==> config.mk <==
export PLATFORM = sky130hd
export DESIGN_NAME = sar_adc_conversion_control
export DESIGN_NICKNAME = d
export VERILOG_FILES = /design/src/sar_adc_conversion_control.v
export VERILOG_INCLUDE_DIRS = /design/src /design/src/pkg
export SDC_FILE = /design/constraint.sdc
export NUM_CORES = 1
export LEC_CHECK = 0
export BUFFER_PORTS_ARGS = -buffer_cell sky130_fd_sc_hd__buf_4
export CAP_MARGIN = 20
export CORE_MARGIN = 2
export CORE_UTILIZATION = 48
export DETAILED_ROUTE_END_ITERATION = 10
export GPL_TIMING_DRIVEN = 0
export PLACE_DENSITY = 0.76
export SLEW_MARGIN = 5
export SYNTH_ARGS = -nofsm -noshare
export SYNTH_HDL_FRONTEND = slang
export SYNTH_SLANG_ARGS = --single-unit
export TNS_END_PERCENT = 30
==> constraint.sdc <==
create_clock -name mclk_in -period 2.1 [get_ports mclk_in]
set_clock_uncertainty 0.05 [all_clocks]
set_input_delay 0.21 -clock mclk_in [delete_from_list [all_inputs] [get_ports mclk_in]]
set_output_delay 0.21 -clock mclk_in [all_outputs]
set_load 0.05 [all_outputs]
==> src/pkg/sar_adc_regs.vh <==
`ifndef SAR_ADC_REGS_VH
`define SAR_ADC_REGS_VH

// ------------------------------------------------------------
// register byte offsets
// ------------------------------------------------------------
`define OFS_CONTROL     8'h00
`define OFS_CONFIG      8'h04
`define OFS_RESULT      8'h08
`define OFS_INT_STATUS  8'h0c
`define OFS_INT_MASK    8'h10

// ------------------------------------------------------------
// converter_control_reg fields
// ------------------------------------------------------------
`define CTL_SRC_LSB     0
`define CTL_SRC_MSB     2
`define CTL_BUSY_BIT    4
`define CTL_DONE_BIT    5

// ------------------------------------------------------------
// converter_config_reg fields
// ------------------------------------------------------------
`define CFG_8BIT_BIT    1
`define CFG_JUST_BIT    2
`define CFG_DIV_LSB     3
`define CFG_DIV_MSB     7

// ------------------------------------------------------------
// interrupt status and mask fields
// ------------------------------------------------------------
`define INT_DONE_BIT    0

// ------------------------------------------------------------
// start source codes
// ------------------------------------------------------------
`define SRC_SOFTWARE    3'h0
`define SRC_TIMER0      3'h1
`define SRC_TIMER2      3'h2
`define SRC_TIMER1      3'h3
`define SRC_EXT_PIN     3'h4
`define SRC_TIMER3      3'h5

// ------------------------------------------------------------
// reset values and conversion constants
// ------------------------------------------------------------
`define RST_SRC         3'h0
`define RST_DIV         5'h1f
`define RST_BYTE        8'h00
`define CODE_MSB_IDX    4'h9
`define LSB_IDX_10BIT   4'h0
`define LSB_IDX_8BIT    4'h2
`define CODE_FIRST      10'h200
`define PAD_6           6'h00

`endif

==> src/sar_adc_conversion_control.v <==
// Operation
// - load result bytes at every conversion end
// - justify bit 0 right, 1 left
// - unused result bits always read zero
// - eight-bit mode converts 8 MSBs, high byte
// - eight-bit mode ignores the justify bit
// - eight-bit conversion is two SAR ticks shorter
// - SAR clock is system clock divided
// - one of six trigger sources starts conversion
// - software writes busy one to start
// - busy high throughout conversion, then cleared
// - busy fall sets done flag, interrupt
// - result valid whenever done flag is set
// - timer 2/3 low or high overflow by mode
// - external pin rising edge starts conversion
//
// The APB slave port and the address map were decided locally.
`timescale 1ns/1ps
`default_nettype none
`include "sar_adc_regs.vh"

module sar_adc_conversion_control #(
   parameter DIV_W = 5
) (
   input  wire        mclk_in,
   input  wire        srst_in,
   input  wire        psel_in,
   input  wire        penable_in,
   input  wire        pwrite_in,
   input  wire [7:0]  paddr_in,
   input  wire [31:0] pwdata_in,
   output reg  [31:0] prdata_out,
   output wire        pready_out,
   output reg         pslverr_out,
   input  wire        timer0_ovf_in,
   input  wire        timer1_ovf_in,
   input  wire        timer2_low_ovf_in,
   input  wire        timer2_high_ovf_in,
   input  wire        timer2_wide_in,
   input  wire        timer3_low_ovf_in,
   input  wire        timer3_high_ovf_in,
   input  wire        timer3_wide_in,
   input  wire        external_start_input,
   input  wire        comparator_high_in,
   output reg  [9:0]  dac_code_out,
   output reg         sample_out,
   output reg         irq_out
);

   // ------------------------------------------------------------
   // state codes
   // ------------------------------------------------------------
   localparam ST_IDLE   = 2'h0;
   localparam ST_SAMPLE = 2'h1;
   localparam ST_CONV   = 2'h2;

   // ------------------------------------------------------------
   // registers
   // ------------------------------------------------------------
   reg  [2:0]       src_q;
   reg              busy_q;
   reg              busy_prev_q;
   reg              done_q;
   reg              eight_q;
   reg              just_q;
   reg  [DIV_W-1:0] div_q;
   reg  [DIV_W-1:0] div_cnt_q;
   reg  [7:0]       res_hi_q;
   reg  [7:0]       res_lo_q;
   reg              int_stat_q;
   reg              int_mask_q;
   reg  [1:0]       state_q;
   reg  [3:0]       idx_q;
   reg              eight_run_q;
   reg              ext_s1_q;
   reg              ext_s2_q;
   reg              ext_s3_q;

   wire             wr_en;
   wire             rd_setup;
   wire             sar_tick;
   wire             ext_rise;
   reg              trigger;
   wire             sw_start;
   wire             start;
   wire             conv_end;
   wire             busy_fall;
   wire [3:0]       lsb_idx;
   wire [9:0]       final_code;
   reg  [9:0]       code_d;
   reg  [31:0]      rd_data;
   reg              rd_hit;

   // ------------------------------------------------------------
   // apb access decode
   // ------------------------------------------------------------
   assign pready_out = 1'b1;
   assign wr_en      = psel_in & penable_in & pwrite_in;
   assign rd_setup   = psel_in & ~penable_in;

   always @* begin
      rd_data = 32'h0000_0000;
      rd_hit  = 1'b1;
      case (paddr_in)
         `OFS_CONTROL: begin
            rd_data[`CTL_SRC_MSB:`CTL_SRC_LSB] = src_q;
            rd_data[`CTL_BUSY_BIT]             = busy_q;
            rd_data[`CTL_DONE_BIT]             = done_q;
         end
         `OFS_CONFIG: begin
            rd_data[`CFG_8BIT_BIT]             = eight_q;
            rd_data[`CFG_JUST_BIT]             = just_q;
            rd_data[`CFG_DIV_MSB:`CFG_DIV_LSB] = div_q;
         end
         `OFS_RESULT: begin
            rd_data[15:8] = res_hi_q;
            rd_data[7:0]  = res_lo_q;
         end
         `OFS_INT_STATUS: begin
            rd_data[`INT_DONE_BIT] = int_stat_q;
         end
         `OFS_INT_MASK: begin
            rd_data[`INT_DONE_BIT] = int_mask_q;
         end
         default: begin
            rd_hit = 1'b0;
         end
      endcase
   end

   // read data and error are captured in the setup cycle
   always @(posedge mclk_in) begin
      if (srst_in) begin
         prdata_out  <= 32'h0000_0000;
         pslverr_out <= 1'b0;
      end else if (rd_setup) begin
         prdata_out  <= pwrite_in ? 32'h0000_0000 : rd_data;
         pslverr_out <= ~rd_hit;
      end else if (~psel_in) begin
         pslverr_out <= 1'b0;
      end
   end

   // ------------------------------------------------------------
   // configuration registers
   // ------------------------------------------------------------
   always @(posedge mclk_in) begin
      if (srst_in) begin
         src_q      <= `RST_SRC;
         eight_q    <= 1'b0;
         just_q     <= 1'b0;
         div_q      <= `RST_DIV;
         int_mask_q <= 1'b0;
      end else if (wr_en) begin
         if (paddr_in == `OFS_CONTROL) begin
            src_q <= pwdata_in[`CTL_SRC_MSB:`CTL_SRC_LSB];
         end
         if (paddr_in == `OFS_CONFIG) begin
            eight_q <= pwdata_in[`CFG_8BIT_BIT];
            just_q  <= pwdata_in[`CFG_JUST_BIT];
            div_q   <= pwdata_in[`CFG_DIV_MSB:`CFG_DIV_LSB];
         end
         if (paddr_in == `OFS_INT_MASK) begin
            int_mask_q <= pwdata_in[`INT_DONE_BIT];
         end
      end
   end

   // ------------------------------------------------------------
   // sar clock divider
   // ------------------------------------------------------------
   // divide by field plus one
   assign sar_tick = (div_cnt_q == div_q);

   always @(posedge mclk_in) begin
      if (srst_in) begin
         div_cnt_q <= {DIV_W{1'b0}};
      end else if (sar_tick || state_q == ST_IDLE) begin
         div_cnt_q <= {DIV_W{1'b0}};
      end else begin
         div_cnt_q <= div_cnt_q + {{(DIV_W-1){1'b0}}, 1'b1};
      end
   end

   // ------------------------------------------------------------
   // trigger selection
   // ------------------------------------------------------------
   // synchronise start pin, detect rise
   always @(posedge mclk_in) begin
      if (srst_in) begin
         ext_s1_q <= 1'b0;
         ext_s2_q <= 1'b0;
         ext_s3_q <= 1'b0;
      end else begin
         ext_s1_q <= external_start_input;
         ext_s2_q <= ext_s1_q;
         ext_s3_q <= ext_s2_q;
      end
   end

   assign ext_rise = ext_s2_q & ~ext_s3_q;

   // busy written one in software mode
   assign sw_start = wr_en && (paddr_in == `OFS_CONTROL) &&
                     pwdata_in[`CTL_BUSY_BIT] && (src_q == `SRC_SOFTWARE);

   always @* begin
      case (src_q)
         `SRC_SOFTWARE: trigger = sw_start;
         `SRC_TIMER0:   trigger = timer0_ovf_in;
         `SRC_TIMER2:   trigger = timer2_wide_in ? timer2_high_ovf_in : timer2_low_ovf_in;
         `SRC_TIMER1:   trigger = timer1_ovf_in;
         `SRC_EXT_PIN:  trigger = ext_rise;
         `SRC_TIMER3:   trigger = timer3_wide_in ? timer3_high_ovf_in : timer3_low_ovf_in;
         default:       trigger = 1'b0;
      endcase
   end

   // triggers arriving while busy are dropped
   assign start = trigger & ~busy_q;

   // ------------------------------------------------------------
   // successive approximation sequencer
   // ------------------------------------------------------------
   // eight-bit run stops two bits early
   assign lsb_idx  = eight_run_q ? `LSB_IDX_8BIT : `LSB_IDX_10BIT;
   assign conv_end = (state_q == ST_CONV) && sar_tick && (idx_q == lsb_idx);

   always @* begin
      code_d = dac_code_out;
      if (~comparator_high_in) begin
         code_d[idx_q] = 1'b0;
      end
      if (idx_q != lsb_idx) begin
         code_d[idx_q - 4'h1] = 1'b1;
      end
   end

   assign final_code = code_d;

   always @(posedge mclk_in) begin
      if (srst_in) begin
         state_q      <= ST_IDLE;
         busy_q       <= 1'b0;
         idx_q        <= `CODE_MSB_IDX;
         eight_run_q  <= 1'b0;
         dac_code_out <= 10'h000;
         sample_out   <= 1'b0;
      end else begin
         case (state_q)
            ST_IDLE: begin
               if (start) begin
                  state_q     <= ST_SAMPLE;
                  busy_q      <= 1'b1;
                  sample_out  <= 1'b1;
                  eight_run_q <= eight_q;
               end
            end
            ST_SAMPLE: begin
               if (sar_tick) begin
                  state_q      <= ST_CONV;
                  sample_out   <= 1'b0;
                  idx_q        <= `CODE_MSB_IDX;
                  dac_code_out <= `CODE_FIRST;
               end
            end
            ST_CONV: begin
               if (sar_tick) begin
                  dac_code_out <= code_d;
                  if (idx_q == lsb_idx) begin
                     state_q <= ST_IDLE;
                     busy_q  <= 1'b0;
                  end else begin
                     idx_q <= idx_q - 4'h1;
                  end
               end
            end
            default: begin
               state_q    <= ST_IDLE;
               busy_q     <= 1'b0;
               sample_out <= 1'b0;
            end
         endcase
      end
   end

   // ------------------------------------------------------------
   // result formatting
   // ------------------------------------------------------------
   // load both bytes at conversion end
   always @(posedge mclk_in) begin
      if (srst_in) begin
         res_hi_q <= `RST_BYTE;
         res_lo_q <= `RST_BYTE;
      end else if (conv_end) begin
         if (eight_run_q) begin
            res_hi_q <= final_code[9:2];
            res_lo_q <= `RST_BYTE;
         // left justified when bit is one
         end else if (just_q) begin
            res_hi_q <= final_code[9:2];
            res_lo_q <= {final_code[1:0], `PAD_6};
         end else begin
            res_hi_q <= {`PAD_6, final_code[9:8]};
            res_lo_q <= final_code[7:0];
         end
      end
   end

   // ------------------------------------------------------------
   // completion flag and interrupt
   // ------------------------------------------------------------
   always @(posedge mclk_in) begin
      if (srst_in) begin
         busy_prev_q <= 1'b0;
      end else begin
         busy_prev_q <= busy_q;
      end
   end

   assign busy_fall = busy_prev_q & ~busy_q;

   // busy fall sets done and status
   always @(posedge mclk_in) begin
      if (srst_in) begin
         done_q     <= 1'b0;
         int_stat_q <= 1'b0;
         irq_out    <= 1'b0;
      end else begin
         if (busy_fall) begin
            done_q <= 1'b1;
         end else if (wr_en && paddr_in == `OFS_CONTROL && ~pwdata_in[`CTL_DONE_BIT]) begin
            done_q <= 1'b0;
         end
         if (busy_fall) begin
            int_stat_q <= 1'b1;
         end else if (wr_en && paddr_in == `OFS_INT_STATUS && pwdata_in[`INT_DONE_BIT]) begin
            int_stat_q <= 1'b0;
         end
         irq_out <= int_stat_q & int_mask_q;
      end
   end

endmodule

`default_nettype wire

-- After elaboration in Yosys (flattened, before gate mapping)
Index checks and enable logic that the tools add are counted.
Widths: inputs -> output; s select.
- flip-flop bits (word level): 91
- output and inout bits: 46
- word-level logic and storage cells: 140
- add/subtract/negate cells: 2
- $lt $le $gt $ge: 4
- equal/unequal tests: 20
- muxes and demuxes: 46
- bitwise operators: 17
- reductions and logical operators: 28
- operators by type and width (kind ; number):
    $mux 10 ; 4
    $mux 8 ; 5
    $pmux 10 s2 ; 1
    $pmux 2 s3 ; 3
    $eq 8x4->1 const B ; 2
    $mux 16 ; 1
    $mux 1 ; 15
    $mux 4 ; 3
    $reduce_and 4->1 ; 3
    $and 10x10->10 ; 1
    $logic_and 1x1->1 ; 10
    $lt 4x5->1 const B ; 2
    $mux 2 ; 5
    $not 10->10 ; 1
    $or 10x10->10 ; 1
    $demux 1 s4 ; 2
    $eq 8x3->1 const B ; 1
    $eq 8x5->1 const B ; 1
    $ge 4x1->1 const B ; 2
    $logic_not 8->1 ; 1
    $ne 2x2->1 const B ; 4
    $pmux 4 s2 ; 1
    $reduce_and 2->1 ; 4
    $and 1x1->1 ; 7
    other kinds (24) ; 37

-- Logic depth before layout (Yosys ltp)
Gate-level depths: netlist (run 1).
- word-level depth: 11
- mapped depth: 8

-- Worst setup path after synthesis (run 1)
No wires, ideal clock.
- path kind: reg-to-reg
- start: register idx_q[0]
- end: register res_hi_q[6]
- arrival time: 2094 ps
- required time: 1980 ps
- path slack: -114 ps
- cell stages (with the launch flop): 9
- buffers on the path: 1
- period minus slack after synthesis: 2214 ps
- path through: dfxtp_1 inv_1 ha_1 clkbuf_1 or2_2 o21ai_0 a221oi_1 or4_1 a21oi_1
- longest elaborated chain between the ends: 11
- elaborated cells between the ends (all ways): 21
- those cells by class: 1 x add/sub; 4 x order compare; 2 x eq/ne; 8 x mux; 3 x bitwise; 3 x reduce/logical
- ends and longest elaborated chain (item ; RTL line ; text):
    start, declared ; sar_adc_conversion_control.v:73 ; reg [3:0] idx_q;
    start signal, assigned ; sar_adc_conversion_control.v:245 ; idx_q <= `CODE_MSB_IDX;
    start signal, assigned ; sar_adc_conversion_control.v:263 ; idx_q <= `CODE_MSB_IDX;
    start signal, assigned ; sar_adc_conversion_control.v:274 ; idx_q <= idx_q - 4'h1;
    branches (longest 11 deep; another with $lt 4x5->1) ; n/a ;
    end signal, assigned ; sar_adc_conversion_control.v:297 ; res_hi_q <= final_code[9:2];
    end signal, assigned ; sar_adc_conversion_control.v:301 ; res_hi_q <= final_code[9:2];
    end signal, assigned ; sar_adc_conversion_control.v:304 ; res_hi_q <= {`PAD_6, final_code[9:8]};
    end, declared ; sar_adc_conversion_control.v:68 ; reg [7:0] res_hi_q;
Several ways; the timed one is not identified.
A chain may end at the register's enable or synchronous reset.

-- Final worst setup path (run 1)
- start: register idx_q[0]
- end: register res_hi_q[1]
Same word-level chain as after synthesis.

==> results of run 1 <==
## per-layer routing
layer / vias to the layer above / wire, um
met1: 1766 / 4920
met5: - / 0
met4: 0 / 291
li1: 1776 / -
met3: 26 / 669
met2: 150 / 4970
## worst min path at each step
stage,to,slack [ns],depth (start not counted)
floorplan,div_q[0],0.28,1
global placement,div_q[3],0.36,2
detailed placement,div_q[3],0.37,2
CTS,div_q[0],0.02,2
global route,div_q[4],0.03,2
finish,div_q[0],0.02,2
## cell type report
cell class	instances	area, um2	area share, %
Clock buffer	10	128	2.64
Inverter	16	60.1	1.24
Buffer	41	244	5.05
Sequential cell	75	1510	31.2
Multi-Input combinational cell	329	2200	45.6
Tap cell	102	128	2.64
Clock inverter	6	88.8	1.84
Timing Repair Buffer	62	472	9.76
## critical path, delay by kind of cell, from the launching register on
family                 cells  cell delay (ns)
AO/OA/AOI/OAI              1             0.22
buffers and inverters      2             0.34
flip-flops                 1             0.38
AND/OR/NAND/NOR            4             1.06
## kinds of logic (layout without fill, tap and decap cells)
family / after synthesis / in the layout
buf+inv: 60 / 135
flops: 75 / 75
fa+ha+maj: 6 / 6
compound gates: 117 / 117
simple gates: 164 / 164
mux: 16 / 16
xor+xnor: 9 / 9
other cells: 2 / 17
## flip-flops by register name (all words and copies together) (netlist names), 2 cells and up
register and count:
state_q 2, prdata_out 16, div_q 5, idx_q 4
src_q 3, res_hi_q 8, div_cnt_q 5, dac_code_out 10
res_lo_q 8
## Yosys cell counts (3+ instances only)
cell and number:
sky130_fd_sc_hd__a21oi_1 24, sky130_fd_sc_hd__o22ai_1 4, sky130_fd_sc_hd__o21ai_0 15, sky130_fd_sc_hd__o211ai_1 5, sky130_fd_sc_hd__a22o_1 5, sky130_fd_sc_hd__xnor2_1 6, sky130_fd_sc_hd__nor2b_1 18, sky130_fd_sc_hd__or4_1 4
sky130_fd_sc_hd__or2_2 4, sky130_fd_sc_hd__o41ai_1 3, sky130_fd_sc_hd__nand2b_1 18, sky130_fd_sc_hd__nand3_1 17, sky130_fd_sc_hd__o32ai_1 10, sky130_fd_sc_hd__xor2_1 3, sky130_fd_sc_hd__nand3b_1 3, sky130_fd_sc_hd__nor2_1 38
sky130_fd_sc_hd__a211o_1 5, sky130_fd_sc_hd__nor3_1 3, sky130_fd_sc_hd__mux2i_1 13, sky130_fd_sc_hd__nand4_1 6, sky130_fd_sc_hd__dfxtp_1 75, sky130_fd_sc_hd__nor4b_1 3, sky130_fd_sc_hd__or3_1 4, sky130_fd_sc_hd__buf_4 19
sky130_fd_sc_hd__clkbuf_1 20, sky130_fd_sc_hd__nand2_1 28, sky130_fd_sc_hd__a22oi_1 12, sky130_fd_sc_hd__mux2_2 3, sky130_fd_sc_hd__a31oi_1 6, sky130_fd_sc_hd__ha_1 6, sky130_fd_sc_hd__inv_1 16
## metrics by stage
| step | cells | power (W) | instance area [um2] |
|---|---|---|---|
| floorplan | 464 | 0.00168 | 3940 |
| global placement | 623 | 0.00177 | 4490 |
| detailed placement | 623 | 0.00177 | 4490 |
| CTS | 640 | 0.00298 | 4780 |
| global route | 641 | 0.00307 | 4830 |
| finish | 641 | 0.00298 | 4830 |
## power by group
group / internal (W) / total, W / switching [W] / leakage [nW]
clock network: 0.000672 / 0.00124 / 0.000568 / 0.103
registers: 0.00143 / 0.00143 / 0.00000648 / 0.606
logic: 0.000112 / 0.000311 / 0.000199 / 1.10
## what timing repair did
| action | in CTS | in global routing |
|---|---|---|
| buffers inserted | 2 | 2 |
| hold buffers | 1 | 0 |
| resized for setup | 15 | 12 |
| hold endpoints to repair | 1 | 0 |
| setup endpoints to repair | 24 | 22 |
| pin swaps | 2 | 3 |
==> flow_metrics.py, run 1 <==
metrics = {
    "run_status": {
        "violations_in_the_final_reports": "negative setup slack",
        "outcome": "finished, violations left",
    },
    "grt": {
        "grt_antenna_before_repair": 0,
        "grt_first_pass_wirelength_mm": 17.3,
        "first_global_vias": 3395,
        "grt_util_met2_pct": 39.8,
        "congestion_overflow_gr": 0,
        "grtUsageMet1_pct": 34.1,
        "global_route.usage.total_pct": 25.0,
        "grt-busiest-layer": "met2",
        "global_routing_met3_resource_utilization_pct": 4.65,
        "grt_start_max_net_pins": 14,
    },
    "sta": {
        "max_freq_mhz": 470,
        "finalHoldWorstSlack_ns": 0.0212,
        "setup_total_negative_slack_ns": -0.0440,
        "finalCritPeriodShare_pct": 101,
        "setup-violations-final": 2,
        "worst_slew_margin_rel_pct": 52.9,
        "worst-slew-pin-transition_ns": 0.689,
        "final.min_clock_period_ns": 2.13,
        "number_of_hold_violations_in_the_final_report": 0,
        "final_report_max_slew_violation_count": 0,
        "grt_setup_unrepaired": "yes",
        "final_critical_path_setup_slack_ns": -0.0278,
    },
    "synthesis": {
        "area_fraction_of_the_dominant_cell_type_after_synthesis_pct": 38.7,
        "synth.cell_area_um2": 3880,
        "netlist_top_cells_area": "sky130_fd_sc_hd__dfxtp_1 39%, sky130_fd_sc_hd__buf_4 3.7%, sky130_fd_sc_hd__nor2_1 3.7%, sky130_fd_sc_hd__mux2i_1 3.4%, sky130_fd_sc_hd__a21oi_1 3.1%",
        "synthArstFlopShare_pct": 0,
        "dominantRegCellSynth": "sky130_fd_sc_hd__dfxtp_1",
        "synth-xor-area-share_pct": 2.03,
        "yosys.area_share.adder_pct": 1.94,
        "synth_top_family_by_area": "simple AND/OR/NAND/NOR gates",
        "synth.yosys.warnings": 0,
        "count_of_flip_flops_with_a_built_in_enable_after_synthesis": 0,
        "share_of_synthesized_cell_area_in_and_or_nand_and_nor_gates_pct": 23.6,
        "synth_sequential_area_ratio_pct": 38.7,
        "netlist_instances": 449,
        "synth_compound_gate_area_share_pct": 21.3,
        "synth-seq-cells": 75,
        "synth_top_area_cell": "sky130_fd_sc_hd__dfxtp_1",
        "synth_area_per_cell_um2": 8.63,
        "synth_mux_area_share_pct": 4.23,
        "synth.lib_cells_used.distinct": 70,
    },
    "worst_hold_path": {
        "hold_path.class": "in2reg",
        "min_from": "pwdata_in[3]",
    },
    "clock_tree": {
        "clk_sink_count": 75,
        "cts-htree-levels": 3,
        "tritoncts": "done",
        "numCtsBuffers": 9,
        "cts.root.buffer_cell": "sky130_fd_sc_hd__clkbuf_8",
        "clkLatencyLatePin_ns": 0.35,
        "clk_pin_slew_ns": 0.09,
        "cts-root-to-sink-buffers": 2,
    },
    "setup_path": {
        "timing.critical_path.fanout_max": 9,
        "timing.critical_path.slowest_stage_cell": "sky130_fd_sc_hd__or3_4",
        "max_stage_delay_ns": 0.40,
        "setup.reg_to_reg.worst_slack_ns": -0.03,
        "critical_path.startpoint_type": "flip-flop",
        "required_ns": 2.31,
        "r2r.worst_path.cells": 7,
        "startpoint_of_the_most_critical_register_to_register_path": "idx_q[0]",
        "cp-end-kind": "flip-flop",
        "reg2reg_to": "res_hi_q[1]",
        "worst_ep_arrival_time_ns": 2.34,
        "worstPathCellList": "or3_4, or2_2, buf_2, nor3_4, buf_6, nand3_4, o221ai_1",
        "crit_path_start": "idx_q[0]",
        "worstSetupEndpoint": "res_hi_q[1]",
        "critical_path_class": "reg2reg",
    },
    "die": {
        "floorplan.initialDensity_pct": 49.9,
        "row_count": 32,
        "ios": 101,
        "fp.dieArea_um2": 8810,
        "dieHeight_um": 93.9,
        "placeableCoreArea_um2": 7770,
        "die_width_um": 93.9,
    },
    "routing": {
        "detail-route-antenna-nets": 0,
        "route.detailed.wl_per_inst_um": 16.9,
        "dr.first_iter.drc_count": 299,
        "remaining_drc_errors": 0,
        "detailedRoute.firstPassIterationCount": 4,
        "detail_route.vias_per_cell": 5.80,
        "drt_wl_total_mm": 10.8,
        "routed-via-count": 3718,
    },
    "finish": {
        "final_core_util_pct": 62.2,
        "insertedDiodeCount": 0,
        "final_common_cell": "sky130_fd_sc_hd__buf_4",
        "layout.cells.most_common_list": "79 x sky130_fd_sc_hd__buf_4, 72 x sky130_fd_sc_hd__dfxtp_1, 36 x sky130_fd_sc_hd__nor2_1",
        "final_net_count": 595,
        "num-fill-cells": 675,
        "syn2layout_area_growth_pct": 24.7,
        "final_layout_size_suffix_gt1_share_pct": 25.0,
    },
    "placed_design": {
        "place_congestion": 0.889,
        "place_worst_setup_slack_ns": -0.312,
        "dp_hpwl_mm": 8.05,
        "io_buffer_count": 57,
    },
    "power": {
        "p_leak_nw": 1.81,
        "vdd_ir_drop_max_uv": 337,
        "power_density_nw_per_um2": 617,
    },
    "flow_run": {
        "max_cap_viol_count": 0,
    },
}
Note: power is estimated with default switching activity, not from simulation.
==> run 2, diff against run 1 <==
- CORE_MARGIN: 2 -> 3
==> run 2 against run 1 <==
Effect of this change: the run now ends clean; sequential cell count unchanged; via count shrank 0.51%; total power decreased by 6.0%; setup slack improved by 0.077 ns; largest power group unchanged.
==> flow_metrics.py, run 2 (synthesis gave the netlist of run 1 again) <==
metrics = {
    "run_status": {
        "outcome": "finished, final reports clean",
    },
    "placed_design": {
        "total_placed_cells_including_tap_cells": 623,
        "dp_hpwl_mm": 7.99,
        "post_dp_cell_area_um2": 4490,
        "io_buffer_count": 57,
        "place_congestion": 0.920,
    },
    "routing": {
        "drt_wl_total_mm": 10.8,
        "detailedRoute.firstPassIterationCount": 5,
        "detail_route.vias_per_cell": 5.79,
        "dr.first_iter.drc_count": 297,
        "route.detailed.wl_per_inst_um": 16.9,
        "remaining_drc_errors": 0,
        "detail-route-antenna-nets": 0,
        "routed-via-count": 3699,
    },
    "finish": {
        "insertedDiodeCount": 0,
        "largest_registers": "prdata_out (16), dac_code_out (10)",
        "layout.cells.most_common_list": "79 x sky130_fd_sc_hd__buf_4, 72 x sky130_fd_sc_hd__dfxtp_1, 36 x sky130_fd_sc_hd__nor2_1",
        "final_layout_size_suffix_gt1_share_pct": 25.1,
        "post_layout_nonfiller_instances": 639,
        "final_common_cell": "sky130_fd_sc_hd__buf_4",
        "syn2layout_area_growth_pct": 23.7,
        "num-fill-cells": 676,
        "sequential_cell_area_um2": 1510,
        "final_net_count": 593,
        "largest_register_ff_count": 16,
        "max_flop_register": "prdata_out",
        "multi_input_area_um2": 2200,
        "finish.instance_area_um2": 4790,
    },
    "grt": {
        "grt_start_max_net_pins": 16,
        "grt_first_pass_wirelength_mm": 16.8,
        "grt_util_met2_pct": 39.1,
        "congestion_overflow_gr": 0,
        "global_routing_met3_resource_utilization_pct": 4.38,
        "grt_antenna_before_repair": 0,
        "global_route.usage.total_pct": 23.8,
        "grtUsageMet1_pct": 31.5,
        "grt-busiest-layer": "met2",
        "first_global_vias": 3348,
    },
    "clock_tree": {
        "clkLatencyLatePin_ns": 0.36,
        "tritoncts": "done",
        "cts.root.buffer_cell": "sky130_fd_sc_hd__clkbuf_8",
        "clk_sink_count": 75,
        "clk_pin_slew_ns": 0.09,
        "cts-root-to-sink-buffers": 2,
        "numCtsBuffers": 9,
        "cts-htree-levels": 3,
        "post_cts_hold_buffer_count": 0,
    },
    "power": {
        "tot_pwr_w": 0.00280,
        "vdd_ir_drop_max_uv": 341,
        "p_leak_nw": 1.79,
        "power_density_nw_per_um2": 585,
    },
    "sta": {
        "finalHoldWorstSlack_ns": 0.0140,
        "number_of_hold_violations_in_the_final_report": 0,
        "setup-violations-final": 0,
        "final.min_clock_period_ns": 2.05,
        "grt_setup_unrepaired": "yes",
        "finalCritPeriodShare_pct": 97.7,
        "worst_slew_margin_rel_pct": 55.1,
        "worst-slew-pin-transition_ns": 0.668,
        "final_report_max_slew_violation_count": 0,
        "max_freq_mhz": 488,
    },
    "die": {
        "die_width_um": 95.9,
        "ios": 101,
        "row_count": 32,
        "dieHeight_um": 95.9,
        "placeableCoreArea_um2": 7770,
        "fp.dieArea_um2": 9190,
        "floorplan.initialDensity_pct": 49.9,
    },
    "setup_path": {
        "cp-end-kind": "flip-flop",
        "worst_ep_arrival_time_ns": 2.28,
        "timing.critical_path.slowest_stage_cell": "sky130_fd_sc_hd__or3_4",
        "max_stage_delay_ns": 0.43,
        "r2r.worst_path.cells": 5,
        "required_ns": 2.33,
        "setup.reg_to_reg.worst_slack_ns": 0.05,
        "timing.critical_path.fanout_max": 8,
        "worstPathCellList": "or3_4, or2_4, nor3_4, nand3_2, o221ai_1",
        "critical_path_class": "reg2reg",
        "startpoint_of_the_most_critical_register_to_register_path": "idx_q[3]",
        "critical_path.startpoint_type": "flip-flop",
        "reg2reg_to": "res_hi_q[0]",
    },
    "worst_hold_path": {
        "min_from": "pwdata_in[6]",
        "whs_endpoint": "div_q[3]",
        "whs_path_depth": 2,
        "hold_path.class": "in2reg",
    },
    "flow_run": {
        "max_cap_viol_count": 0,
    },
}
## run 2: metal layers
metal  vias up  part of all wire [%]
met1      1755                    44
met2       155                    47
met4         0                   1.9
met5         -                     0
li1       1768                     -
met3        21                   7.4
## run 2: worst max path at each step
stage | start | end | slack, ns
finish | idx_q[3] | res_hi_q[0] | 0.05
global placement | idx_q[2] | res_lo_q[2] | -0.30
CTS | idx_q[3] | res_hi_q[0] | 0.007
detailed placement | idx_q[2] | res_lo_q[2] | -0.34
global route | idx_q[0] | res_hi_q[6] | -0.005
floorplan | idx_q[0] | res_hi_q[6] | 0.02
## run 2: where the power goes
group          internal, W  switching, W  total [W]
logic             0.000111      0.000196   0.000308
clock network     0.000448      0.000614    0.00106
registers          0.00143    0.00000748    0.00143
total              0.00199      0.000818    0.00280
## run 2: per-stage QoR
step | utilization, % | worst slack (ns) | setup TNS, ns
5_1_grt | 61.7 | -0.00494 | -0.00494
2_1_floorplan | - | 0.0219 | 0
3_5_place_dp | 57.8 | -0.338 | -7.34
6_report | 61.7 | 0.0488 | 0
4_1_cts | 61.0 | 0.00707 | 0
3_3_place_gp | 57.8 | -0.297 | -5.73
## run 2: what timing repair did
item	4_1_cts	5_1_grt
setup buffers	2	2
pin swaps	2	2
gates resized for setup	16	14
setup endpoints to repair	24	21
cloned	0	0
## run 2: worst max-delay path: cells and delay by family, from the launching register on
family,cells,cell delay [ns]
AOI/OAI and AO/OA,1,0.24
DFF,1,0.37
and+or+nand+nor,4,1.31
## run 2: layout make-up
class | count | area share [%]
buffer | 40 | 5.01
multi-input combinational | 329 | 46.0
tap | 102 | 2.66
sequential | 75 | 31.5
inverter | 16 | 1.25
clock inverter | 7 | 1.20
clock buffer | 9 | 2.58
timing repair buffer | 61 | 9.81
==> run 3, diff against run 2 <==
- CORE_UTILIZATION: 48 -> 47
- PLACE_DENSITY: 0.76 -> 0.75
==> run 3 against run 2 <==
Effect of this change: final cell count down 0.31%; maximum frequency decreased by 1.4%; sequential cell count unchanged; combinational power barely moved; die area rose by 2.0%; sequential power is essentially flat; via count fell by 0.65%; core utilization fell by 0.74 points; largest power group unchanged.
==> flow_metrics.py, run 3 (synthesis gave the netlist of run 1 again) <==
metrics = {
    "run_status": {
        "outcome": "finished, final reports clean",
    },
    "routing": {
        "detail_route.vias_per_cell": 5.77,
        "route.detailed.wl_per_inst_um": 16.9,
        "drt_wl_total_mm": 10.8,
        "remaining_drc_errors": 0,
        "dr.first_iter.drc_count": 266,
        "detailedRoute.firstPassIterationCount": 5,
        "routed-via-count": 3675,
        "detail-route-antenna-nets": 0,
    },
    "finish": {
        "insertedDiodeCount": 0,
        "syn2layout_area_growth_pct": 23.4,
        "max_flop_register": "prdata_out",
        "post_layout_nonfiller_instances": 637,
        "final_net_count": 591,
        "final_common_cell": "sky130_fd_sc_hd__buf_4",
        "layout.cells.most_common_list": "77 x sky130_fd_sc_hd__buf_4, 72 x sky130_fd_sc_hd__dfxtp_1, 36 x sky130_fd_sc_hd__nor2_1",
        "final_layout_size_suffix_gt1_share_pct": 24.5,
        "final_core_util_pct": 61.0,
        "largest_register_ff_count": 16,
        "largest_registers": "prdata_out (16), dac_code_out (10)",
    },
    "setup_path": {
        "critical_path.startpoint_type": "flip-flop",
        "cp-end-kind": "flip-flop",
        "r2r.worst_path.cells": 7,
        "timing.critical_path.fanout_max": 10,
        "reg2reg_to": "res_hi_q[6]",
        "setup.reg_to_reg.worst_slack_ns": 0.02,
        "worstSetupEndpoint": "res_hi_q[6]",
        "worst_ep_arrival_time_ns": 2.31,
        "startpoint_of_the_most_critical_register_to_register_path": "idx_q[0]",
        "critical_path_class": "reg2reg",
        "crit_path_start": "idx_q[0]",
        "required_ns": 2.33,
    },
    "grt": {
        "congestion_overflow_gr": 0,
        "grt_antenna_before_repair": 0,
        "grt_first_pass_wirelength_mm": 17.6,
        "first_global_vias": 3446,
        "global_route.usage.total_pct": 23.0,
        "grt_start_max_net_pins": 14,
    },
    "sta": {
        "setup_total_negative_slack_ns": 0,
        "worst_slew_margin_rel_pct": 48.5,
        "grt_setup_unrepaired": "yes",
        "setup-violations-final": 0,
        "finalHoldWorstSlack_ns": 0.00989,
        "worst-slew-pin-transition_ns": 0.753,
        "finalCritPeriodShare_pct": 99.0,
        "number_of_hold_violations_in_the_final_report": 0,
        "final.min_clock_period_ns": 2.08,
        "final_report_max_slew_violation_count": 0,
        "max_freq_mhz": 481,
    },
    "clock_tree": {
        "clk_pin_slew_ns": 0.08,
        "clk_sink_count": 75,
        "cts-root-to-sink-buffers": 2,
        "post_cts_hold_buffer_count": 0,
        "cts-htree-levels": 3,
        "numCtsBuffers": 9,
        "clkLatencyLatePin_ns": 0.36,
        "cts.root.buffer_cell": "sky130_fd_sc_hd__clkbuf_8",
        "tritoncts": "done",
    },
    "worst_hold_path": {
        "hold_path.class": "in2reg",
    },
    "die": {
        "dieHeight_um": 96.8,
        "row_count": 32,
        "die_width_um": 96.8,
        "placeableCoreArea_um2": 7850,
        "ios": 101,
        "floorplan.initialDensity_pct": 49.4,
        "fp.dieArea_um2": 9370,
    },
    "flow_run": {
        "max_cap_viol_count": 0,
    },
    "placed_design": {
        "place_congestion": 0.935,
        "dp_hpwl_mm": 7.90,
        "io_buffer_count": 57,
        "total_placed_cells_including_tap_cells": 623,
    },
    "power": {
        "power_density_nw_per_um2": 607,
        "p_leak_nw": 1.80,
        "vdd_ir_drop_max_uv": 328,
    },
}
-- run 3: per-stage QoR --
step / setup slack [ns] / area, um2 / power [W]
after floorplan: 0.0219 / 3940 / 0.00168
after global placement: -0.340 / 4490 / 0.00176
after detailed placement: -0.322 / 4490 / 0.00177
after CTS: 0.00996 / 4740 / 0.00291
after global routing: -0.0438 / 4780 / 0.00300
final: 0.0207 / 4780 / 0.00291
-- run 3: where the power goes --
part / switching (W) / leakage [nW] / total (W) / internal (W)
combinational: 0.000199 / 1.09 / 0.000311 / 0.000113
sequential: 0.00000581 / 0.606 / 0.00143 / 0.00143
clock: 0.000580 / 0.102 / 0.00116 / 0.000582
-- run 3: critical path, cell delays in order (launching register included) --
cell and delay [ns]:
sky130_fd_sc_hd__dfxtp_4 0.40, sky130_fd_sc_hd__inv_1 0.12, sky130_fd_sc_hd__ha_4 0.22, sky130_fd_sc_hd__or2_2 0.31, sky130_fd_sc_hd__o21ai_2 0.17, sky130_fd_sc_hd__a221oi_2 0.11
sky130_fd_sc_hd__or4_1 0.48, sky130_fd_sc_hd__a21oi_1 0.14
-- run 3: how the worst min path moves through the flow --
| stage | startpoint | end | slack (ns) | cells after the start |
|---|---|---|---|---|
| final | pwdata_in[6] | div_q[3] | 0.01 | 2 |
| after global routing | pwdata_in[6] | div_q[3] | 0.0006 | 2 |
| after CTS | pwdata_in[3] | div_q[0] | 0.001 | 2 |
| after detailed placement | pwdata_in[6] | div_q[3] | 0.37 | 2 |
| after global placement | pwdata_in[6] | div_q[3] | 0.37 | 2 |
| after floorplan | pwdata_in[3] | div_q[0] | 0.28 | 1 |
-- run 3: metal layers --
layer / track usage, % / wire (um) / vias to the layer above
met5: 0 / 0 / -
met2: 36.5 / 5010 / 151
li1: - / - / 1766
met1: 30.2 / 4690 / 1739
met4: 7.13 / 199 / 0
met3: 6.92 / 898 / 19
-- run 3: timing repair --
action / CTS / global route
pin swaps: 1 / 2
gates resized for setup: 13 / 15
setup endpoints to repair: 24 / 27
buffers inserted: 0 / 2
hold endpoints to repair: 0 / 0
-- run 3: area by class of cell --
type | instances | area (um2)
Tap cell | 102 | 128
Buffer | 40 | 240
Timing Repair Buffer | 59 | 440
Clock buffer | 10 | 138
Inverter | 16 | 60.1
Sequential cell | 75 | 1510
Fill cell | 714 | 3060
Multi-Input combinational cell | 329 | 2200
Clock inverter | 6 | 65.1
